===== config.mk =====
export PLATFORM = sky130hd
export DESIGN_NAME = qbp_port_ctrl
export DESIGN_NICKNAME = d
export VERILOG_FILES = /design/src/qbp_pkg.sv /design/src/qbp_port_ctrl.sv
export SDC_FILE = /design/constraint.sdc
export NUM_CORES = 1
export LEC_CHECK = 0
export BUFFER_PORTS_ARGS = -buffer_cell sky130_fd_sc_hd__buf_2
export CAP_MARGIN = 20
export CORE_MARGIN = 2
export CORE_UTILIZATION = 55
export DETAILED_ROUTE_END_ITERATION = 12
export PLACE_DENSITY = 0.79
export SLEW_MARGIN = 20
export SYNTH_ARGS = -nofsm -noshare
export SYNTH_HDL_FRONTEND = slang
export SYNTH_SLANG_ARGS = --single-unit

===== constraint.sdc =====
create_clock -name clk_sys_i -period 3 [get_ports clk_sys_i]
set_input_delay 0.6 -clock clk_sys_i [delete_from_list [all_inputs] [get_ports clk_sys_i]]
set_output_delay 0.6 -clock clk_sys_i [all_outputs]
set_load 0.005 [all_outputs]

===== src/qbp_pkg.sv =====
// package for the quasi-bidirectional port control block
package qbp_pkg;
   localparam int    NUM_PORTS      = 5;
   localparam int    PORT_W         = 8;
   localparam int    NUM_QB         = 4;
   localparam [7:0]  PORT0_ADDR     = 8'h80;
   localparam [7:0]  PORT1_ADDR     = 8'h90;
   localparam [7:0]  PORT2_ADDR     = 8'ha0;
   localparam [7:0]  PORT3_ADDR     = 8'hb0;
   localparam [7:0]  PORT4_ADDR     = 8'hc0;
   localparam [7:0]  LATCH_RESET    = 8'hff;
   localparam int    BOOST_OSC_PER  = 2;
   localparam int    OSC_PERIOD_NS  = 8;
   localparam int    BOOST_CYCLES   = BOOST_OSC_PER;
   localparam [1:0]  BOOST_CNT_LOAD = 2'(BOOST_CYCLES);

   typedef struct packed {
      logic       wr;
      logic       rd;
      logic       rmw;
      logic [7:0] addr;
      logic [7:0] wdata;
   } qbp_sfr_req_t;

   typedef enum logic [0:0] {
      QBP_IDLE    = 1'b0,
      QBP_PENDING = 1'b1
   } qbp_rmw_state_t;
endpackage


===== src/qbp_port_ctrl.sv =====
// latches, boost pulse and pin drive control for the five i/o ports
//
// Operation
// - reset sets every bit of every port latch to one.
// - writing one after zero releases pin to input, pull-down off.
// - read-modify-write latch update happens at the end of the instruction.
// - pins follow the read-modify-write result early in the next instruction.
// - ports 1-4 zero-to-one latch change fires boost pull-up for 2 clocks.
// - ports 1-4 weak hold pull-up on while pin reads one.
// - ports 1-4 very weak pull-up on whenever the bit's drive level (latch gated by alternate output or bus) is one.
// - ports 1-4 quasi-bidirectional: latch one reads high, externally pullable low.
// - port 0 has no pull-up outside bus cycles; latch one leaves pin floating.
// - port 2 boost pull-up also assists ones during external bus cycles.
// - read-modify-write reads return latch value, not pin level.
// - ports 1,3,4 with latch one: alternate output sets driven level.
// - external memory cycles drive ports 0 and 2 from address/data lines.
`timescale 1ns/10ps
module qbp_port_ctrl (
   input  wire logic                 clk_sys_i,
   input  wire logic                 rst_i,
   input  wire qbp_pkg::qbp_sfr_req_t sfr_req_i,
   input  wire logic                 instr_end_i,
   input  wire logic                 instr_start_i,
   input  wire logic                 ext_bus_i,
   input  wire logic [7:0]           ext_p0_data_i,
   input  wire logic [7:0]           ext_p2_addr_i,
   input  wire logic [7:0]           alt_out_p1_i,
   input  wire logic [7:0]           alt_out_p3_i,
   input  wire logic [7:0]           alt_out_p4_i,
   input  wire logic [39:0]          pin_i,
   output logic      [7:0]           sfr_rdata_o,
   output logic      [39:0]          pull_down_o,
   output logic      [39:0]          boost_pullup_o,
   output logic      [39:0]          weak_hold_pullup_o,
   output logic      [39:0]          very_weak_pullup_o,
   output logic      [39:0]          latch_o
);
   localparam int N = qbp_pkg::NUM_PORTS;
   localparam int W = qbp_pkg::PORT_W;

   logic [W-1:0]   latch_q [N];
   logic [W-1:0]   drive_q [N];
   logic [W-1:0]   rmw_val_q;
   logic [2:0]     rmw_port_q;
   logic           pin_upd_q;
   qbp_pkg::qbp_rmw_state_t rmw_state_q;
   // one counter per pin so ports switch independently
   logic [1:0]     boost_cnt_q [N][W];

   // address decode shared by write, read and pending update
   function automatic logic [2:0] port_sel(input logic [7:0] a);
      if (a == qbp_pkg::PORT0_ADDR) begin
         port_sel = 3'd0;
      end else if (a == qbp_pkg::PORT1_ADDR) begin
         port_sel = 3'd1;
      end else if (a == qbp_pkg::PORT2_ADDR) begin
         port_sel = 3'd2;
      end else if (a == qbp_pkg::PORT3_ADDR) begin
         port_sel = 3'd3;
      end else if (a == qbp_pkg::PORT4_ADDR) begin
         port_sel = 3'd4;
      end else begin
         port_sel = 3'd7;
      end
   endfunction

   // rising drive level starts a boost; port 0 only while the bus owns it
   function automatic logic boost_fire(input logic lvl, input logic lvl_q, input logic gate);
      boost_fire = lvl && !lvl_q && gate;
   endfunction

   logic [2:0] sel;
   assign sel = port_sel(sfr_req_i.addr);

   // rmw write is held until instruction end
   // a newer rmw write replaces one still pending
   always_ff @(posedge clk_sys_i) begin
      if (rst_i) begin
         rmw_state_q <= qbp_pkg::QBP_IDLE;
         rmw_val_q   <= 8'h00;
         rmw_port_q  <= 3'd7;
      end else if (sfr_req_i.wr && sfr_req_i.rmw && sel != 3'd7) begin
         rmw_state_q <= qbp_pkg::QBP_PENDING;
         rmw_val_q   <= sfr_req_i.wdata;
         rmw_port_q  <= sel;
      end else if (rmw_state_q == qbp_pkg::QBP_PENDING && instr_end_i) begin
         rmw_state_q <= qbp_pkg::QBP_IDLE;
      end
   end

   // latches: plain writes at once, rmw writes at instruction end
   always_ff @(posedge clk_sys_i) begin
      if (rst_i) begin
         for (int p = 0; p < N; p++) begin
            latch_q[p] <= qbp_pkg::LATCH_RESET;
         end
      end else begin
         if (rmw_state_q == qbp_pkg::QBP_PENDING && instr_end_i && rmw_port_q < 3'd5) begin
            latch_q[rmw_port_q] <= rmw_val_q;
         end
         if (sfr_req_i.wr && !sfr_req_i.rmw && sel != 3'd7) begin
            latch_q[sel] <= sfr_req_i.wdata;
         end
      end
   end

   // drive copy lags rmw changes until next instruction starts
   // plain writes reach the pins at once unless an rmw result is waiting; then every port waits for instruction start
   always_ff @(posedge clk_sys_i) begin
      if (rst_i) begin
         pin_upd_q <= 1'b0;
         for (int p = 0; p < N; p++) begin
            drive_q[p] <= qbp_pkg::LATCH_RESET;
         end
      end else begin
         if (rmw_state_q == qbp_pkg::QBP_PENDING && instr_end_i) begin
            pin_upd_q <= 1'b1;
         end else if (instr_start_i) begin
            pin_upd_q <= 1'b0;
         end
         for (int p = 0; p < N; p++) begin
            if (!pin_upd_q || instr_start_i) begin
               drive_q[p] <= latch_q[p];
            end
         end
      end
   end

   // read returns latch contents for rmw, pin level otherwise
   // latch read keeps a loaded pin from reading back as zero
   always_ff @(posedge clk_sys_i) begin
      if (rst_i) begin
         sfr_rdata_o <= 8'h00;
      end else if (sfr_req_i.rd && sel < 3'd5) begin
         if (sfr_req_i.rmw) begin
            sfr_rdata_o <= latch_q[sel];
         end else begin
            sfr_rdata_o <= pin_i[sel*W +: W];
         end
      end else begin
         sfr_rdata_o <= 8'h00;
      end
   end

   // effective drive level per bit
   logic [W-1:0] level [N];
   logic         bus_on;
   always_comb begin
      // bus owns ports 0 and 2 for the length of an external cycle
      bus_on   = ext_bus_i;
      level[0] = bus_on ? ext_p0_data_i : drive_q[0];
      // alternate output can only pull low while its latch bit is one
      level[1] = drive_q[1] & alt_out_p1_i;
      level[2] = bus_on ? ext_p2_addr_i : drive_q[2];
      level[3] = drive_q[3] & alt_out_p3_i;
      level[4] = drive_q[4] & alt_out_p4_i;
   end

   logic [W-1:0] level_q [N];
   always_ff @(posedge clk_sys_i) begin
      if (rst_i) begin
         for (int p = 0; p < N; p++) begin
            level_q[p] <= qbp_pkg::LATCH_RESET;
         end
      end else begin
         for (int p = 0; p < N; p++) begin
            level_q[p] <= level[p];
         end
      end
   end

   // boost pulse counter per bit, ports 1-4 (port 0 only on bus cycles)
   always_ff @(posedge clk_sys_i) begin
      if (rst_i) begin
         for (int p = 0; p < N; p++) begin
            for (int b = 0; b < W; b++) begin
               boost_cnt_q[p][b] <= 2'd0;
            end
         end
      end else begin
         for (int p = 0; p < N; p++) begin
            for (int b = 0; b < W; b++) begin
               if (boost_fire(level[p][b], level_q[p][b], p != 0 || bus_on)) begin
                  boost_cnt_q[p][b] <= qbp_pkg::BOOST_CNT_LOAD;
               end else if (boost_cnt_q[p][b] != 2'd0) begin
                  boost_cnt_q[p][b] <= boost_cnt_q[p][b] - 2'd1;
               end
            end
         end
      end
   end

   // pin control outputs, registered
   always_ff @(posedge clk_sys_i) begin
      if (rst_i) begin
         pull_down_o        <= '0;
         boost_pullup_o     <= '0;
         weak_hold_pullup_o <= '0;
         very_weak_pullup_o <= '0;
         latch_o            <= {N{qbp_pkg::LATCH_RESET}};
      end else begin
         for (int p = 0; p < N; p++) begin
            latch_o[p*W +: W] <= latch_q[p];
            for (int b = 0; b < W; b++) begin
               pull_down_o[p*W+b] <= !level[p][b];
               boost_pullup_o[p*W+b] <= boost_fire(level[p][b], level_q[p][b],
                                                   p != 0 || bus_on) ||
                                        boost_cnt_q[p][b] > 2'd1;
               // port 0 stays open-drain outside bus cycles
               if (p == 0) begin
                  weak_hold_pullup_o[b] <= 1'b0;
                  very_weak_pullup_o[b] <= 1'b0;
               end else begin
                  // follows the pin, so an outside low also drops the hold
                  weak_hold_pullup_o[p*W+b] <= pin_i[p*W+b];
                  very_weak_pullup_o[p*W+b] <= level[p][b];
               end
            end
         end
      end
   end
endmodule


==> results.json <==
{
  "achievable-frequency_mhz": 439,
  "maxCapViolations": 0,
  "synth-main-ff-cell": "sky130_fd_sc_hd__dfxtp_1",
  "cts_tree": "done",
  "drcViolationCount": 0,
  "postSynth.asyncResetShare_pct": 0,
  "synth_top_area_share_pct": 30.1,
  "via_count": 11659,
  "outcome": "finished clean",
  "synth_area_leaders": "sky130_fd_sc_hd__dfxtp_1, sky130_fd_sc_hd__edfxtp_1, sky130_fd_sc_hd__nor2_1, sky130_fd_sc_hd__ha_1, sky130_fd_sc_hd__inv_1",
  "report.final.hold_viol_count": 0,
  "critical_path.top_delay_family": "simple AND/OR/NAND/NOR gates",
  "syn_area_um2": 16300,
  "grt_util_all_layers_pct": 23.0,
  "layout.cells.most_common_list": "sky130_fd_sc_hd__nor2_1, sky130_fd_sc_hd__buf_2, sky130_fd_sc_hd__dfxtp_1, sky130_fd_sc_hd__inv_1, sky130_fd_sc_hd__edfxtp_1",
  "grt_antenna_before_repair": 1,
  "worstMarginPinSlew_ps": 795,
  "finish.instance_area_um2": 19500,
  "placeableCoreArea_um2": 28900,
  "end_kind": "flip-flop",
  "antenna_left": 0,
  "synthesis.yosys.warnings": 0,
  "cts-buffers-inserted": 42,
  "post_cts_resized": 0,
  "cts_hold_buf": 0,
  "die_outline_area_um2": 31000,
  "rsz0062_at_grt": "no",
  "static-leakage-power_uw": 0.00859,
  "port_buffers": 295,
  "routabilityCongestion": 0.925,
  "synth.ff_latch_count": 406,
  "grt_max_degree": 136,
  "clk_pin_slew_ps": 60,
  "sequential_to_total_area_share_from_yosys_stat_pct": 59.8,
  "critical_path_peak_fanout": 17,
  "post_cts_buffers": 0,
  "dp.final_hpwl_um": 26000,
  "flow.area_growth_from_synthesis_pct": 19.7,
  "root_buffer": "sky130_fd_sc_hd__clkbuf_16",
  "worstHoldPathType": "input pin to flip-flop",
  "placed_cells": 2231,
  "setup_tns_final_ps": 0,
  "detail_route.wl_per_cell_um": 15.8,
  "dp_area_um2": 18100,
  "layoutNonFillerInstCount": 2310,
  "powerDensity_nw_per_um2": 780,
  "mostFrequentLayoutCell": "sky130_fd_sc_hd__nor2_1",
  "slew_headroom_pct": 47.0,
  "synth_cell_types": 46,
  "finalClockSkew_ps": 12.5,
  "drt_first_iter_violations": 727,
  "grt-ovfl-total": 0,
  "die_w_um": 176,
  "vdd_drop_max_uv": 496,
  "crit_required_ps": 3180,
  "fp-row-count": 62,
  "synth_area_leader_cell": "sky130_fd_sc_hd__dfxtp_1",
  "cp.buffers_inverters": 1,
  "finalCritPeriodShare_pct": 75.9,
  "dr.pass1.iters": 5,
  "grt_first_pass_wirelength_um": 56700,
  "avg_inst_size_synth_um2": 10.1,
  "clock_insertion_delay_worst_skew_ps": 530,
  "timing.hold.ws_ps": 290,
  "crit_path_max_incr_delay_ps": 690,
  "grt_pass1_vias": 11300,
  "pin_count": 312,
  "cts_max_path_buffers": 3,
  "synth-edff-count": 161,
  "layout-drive-gt1-share_pct": 22.9,
  "timing.final.max_slew_violations": 0,
  "routed_wirelength_um": 36500,
  "worst_path_max_delay_cell": "sky130_fd_sc_hd__or4_4",
  "timing.critical_path.arrival_ps": 2450,
  "initial_core_util_pct": 56.3,
  "postLayoutCoreUtil_pct": 67.4,
  "timing.critical_path.from_type": "input pin",
  "die_y_um": 176,
  "cts.sink_count": 406,
  "vias_per_inst": 5.05,
  "syn-instance-count": 1608,
  "critical_path_class": "input pin to flip-flop",
  "final.min_clock_period_ps": 2280,
  "finish.net_count": 2075,
  "crit_path_cell_trace": "buf_2, or4b_1, or4_4, nand3b_1",
  "cts_max_level": 2,
  "setup_viol_count_final": 0
}
-- cells by family (layout without fill, tap and decap cells) --
logic type,after synthesis,after routing,synth area share (%)
other cells,1,18,0.0230
simple gates,692,692,20.1
compound gates,124,124,4.16
fa+ha+maj,80,80,6.15
buf+inv,259,560,6.53
mux,46,46,3.23
flops,406,406,59.8
-- cell usage after synthesis (all sizes together), types with 14 or more instances --
master and count:
nor2 355, dfxtp 245, inv 168, edfxtp 161
a21oi 90, nand2 86, ha 80, nand2b 74
clkbuf 65, nor4 41, or2 40, mux2i 39
nor2b 33, buf 26, nor3 25, o21ai 17
nand3b 14
-- final timing paths --
kind                 start                      to  slack (ps)  cells after the start
max           sfr_req_i[8]           latch_q[3][7]         720                      4
min              pin_i[16]  weak_hold_pullup_o[16]         290                      2
max reg2reg  rmw_port_q[2]           latch_q[3][7]        1090                      4
min reg2reg  drive_q[0][3]           level_q[0][3]         480                      2
-- final cells by class --
cell class                 instances  area, µm²
multi-input combinational        959       5560
inverter                         168        631
clock inverter                    18        144
clock buffer                      60       1280
timing repair buffer             314       1660
fill                            2215       9450
sequential                       406       9740
antenna                            1       2.50
tap                              384        480
-- through the flow --
stage | total power, µW | setup slack (ps)
after floorplan | 9220 | 217
after global placement | 9800 | 255
after detailed placement | 10100 | 214
after CTS | 15300 | 768
after global routing | 16100 | 693
final | 15200 | 724
-- flip-flops by register name (all words and copies together), names as in the netlist --
name and flops:
boost_cnt_q 80, latch_q 41, boost_pullup_o 40, drive_q 40, latch_o 40, level_q 40, pull_down_o 40, very_weak_pullup_o 32
weak_hold_pullup_o 32, rmw_val_q 8, sfr_rdata_o 8, rmw_port_q 3, pin_upd_q 1, rmw_state_q 1
-- metal layers --
layer / vias up / share of wire [%] / track usage (%)
li1: 5776 / - / -
met1: 5411 / 42 / 29.4
met2: 396 / 49 / 39.3
met3: 76 / 6.2 / 3.92
met4: 0 / 3.1 / 8.64
met5: - / 0 / 0
-- worst register-to-register path, delay by kind of cell (launching register included) --
kind,cells,cell delay [ps]
buf+inv,1,200
flops,1,320
simple gates,3,1050
-- power breakdown --
group	internal [µW]	total (µW)	switching [µW]
logic	1190	2870	1670
registers	6700	7110	411
clock network	3140	5230	2090
total	11000	15200	4170
No activity file was read; power rests on OpenSTA's default activity.
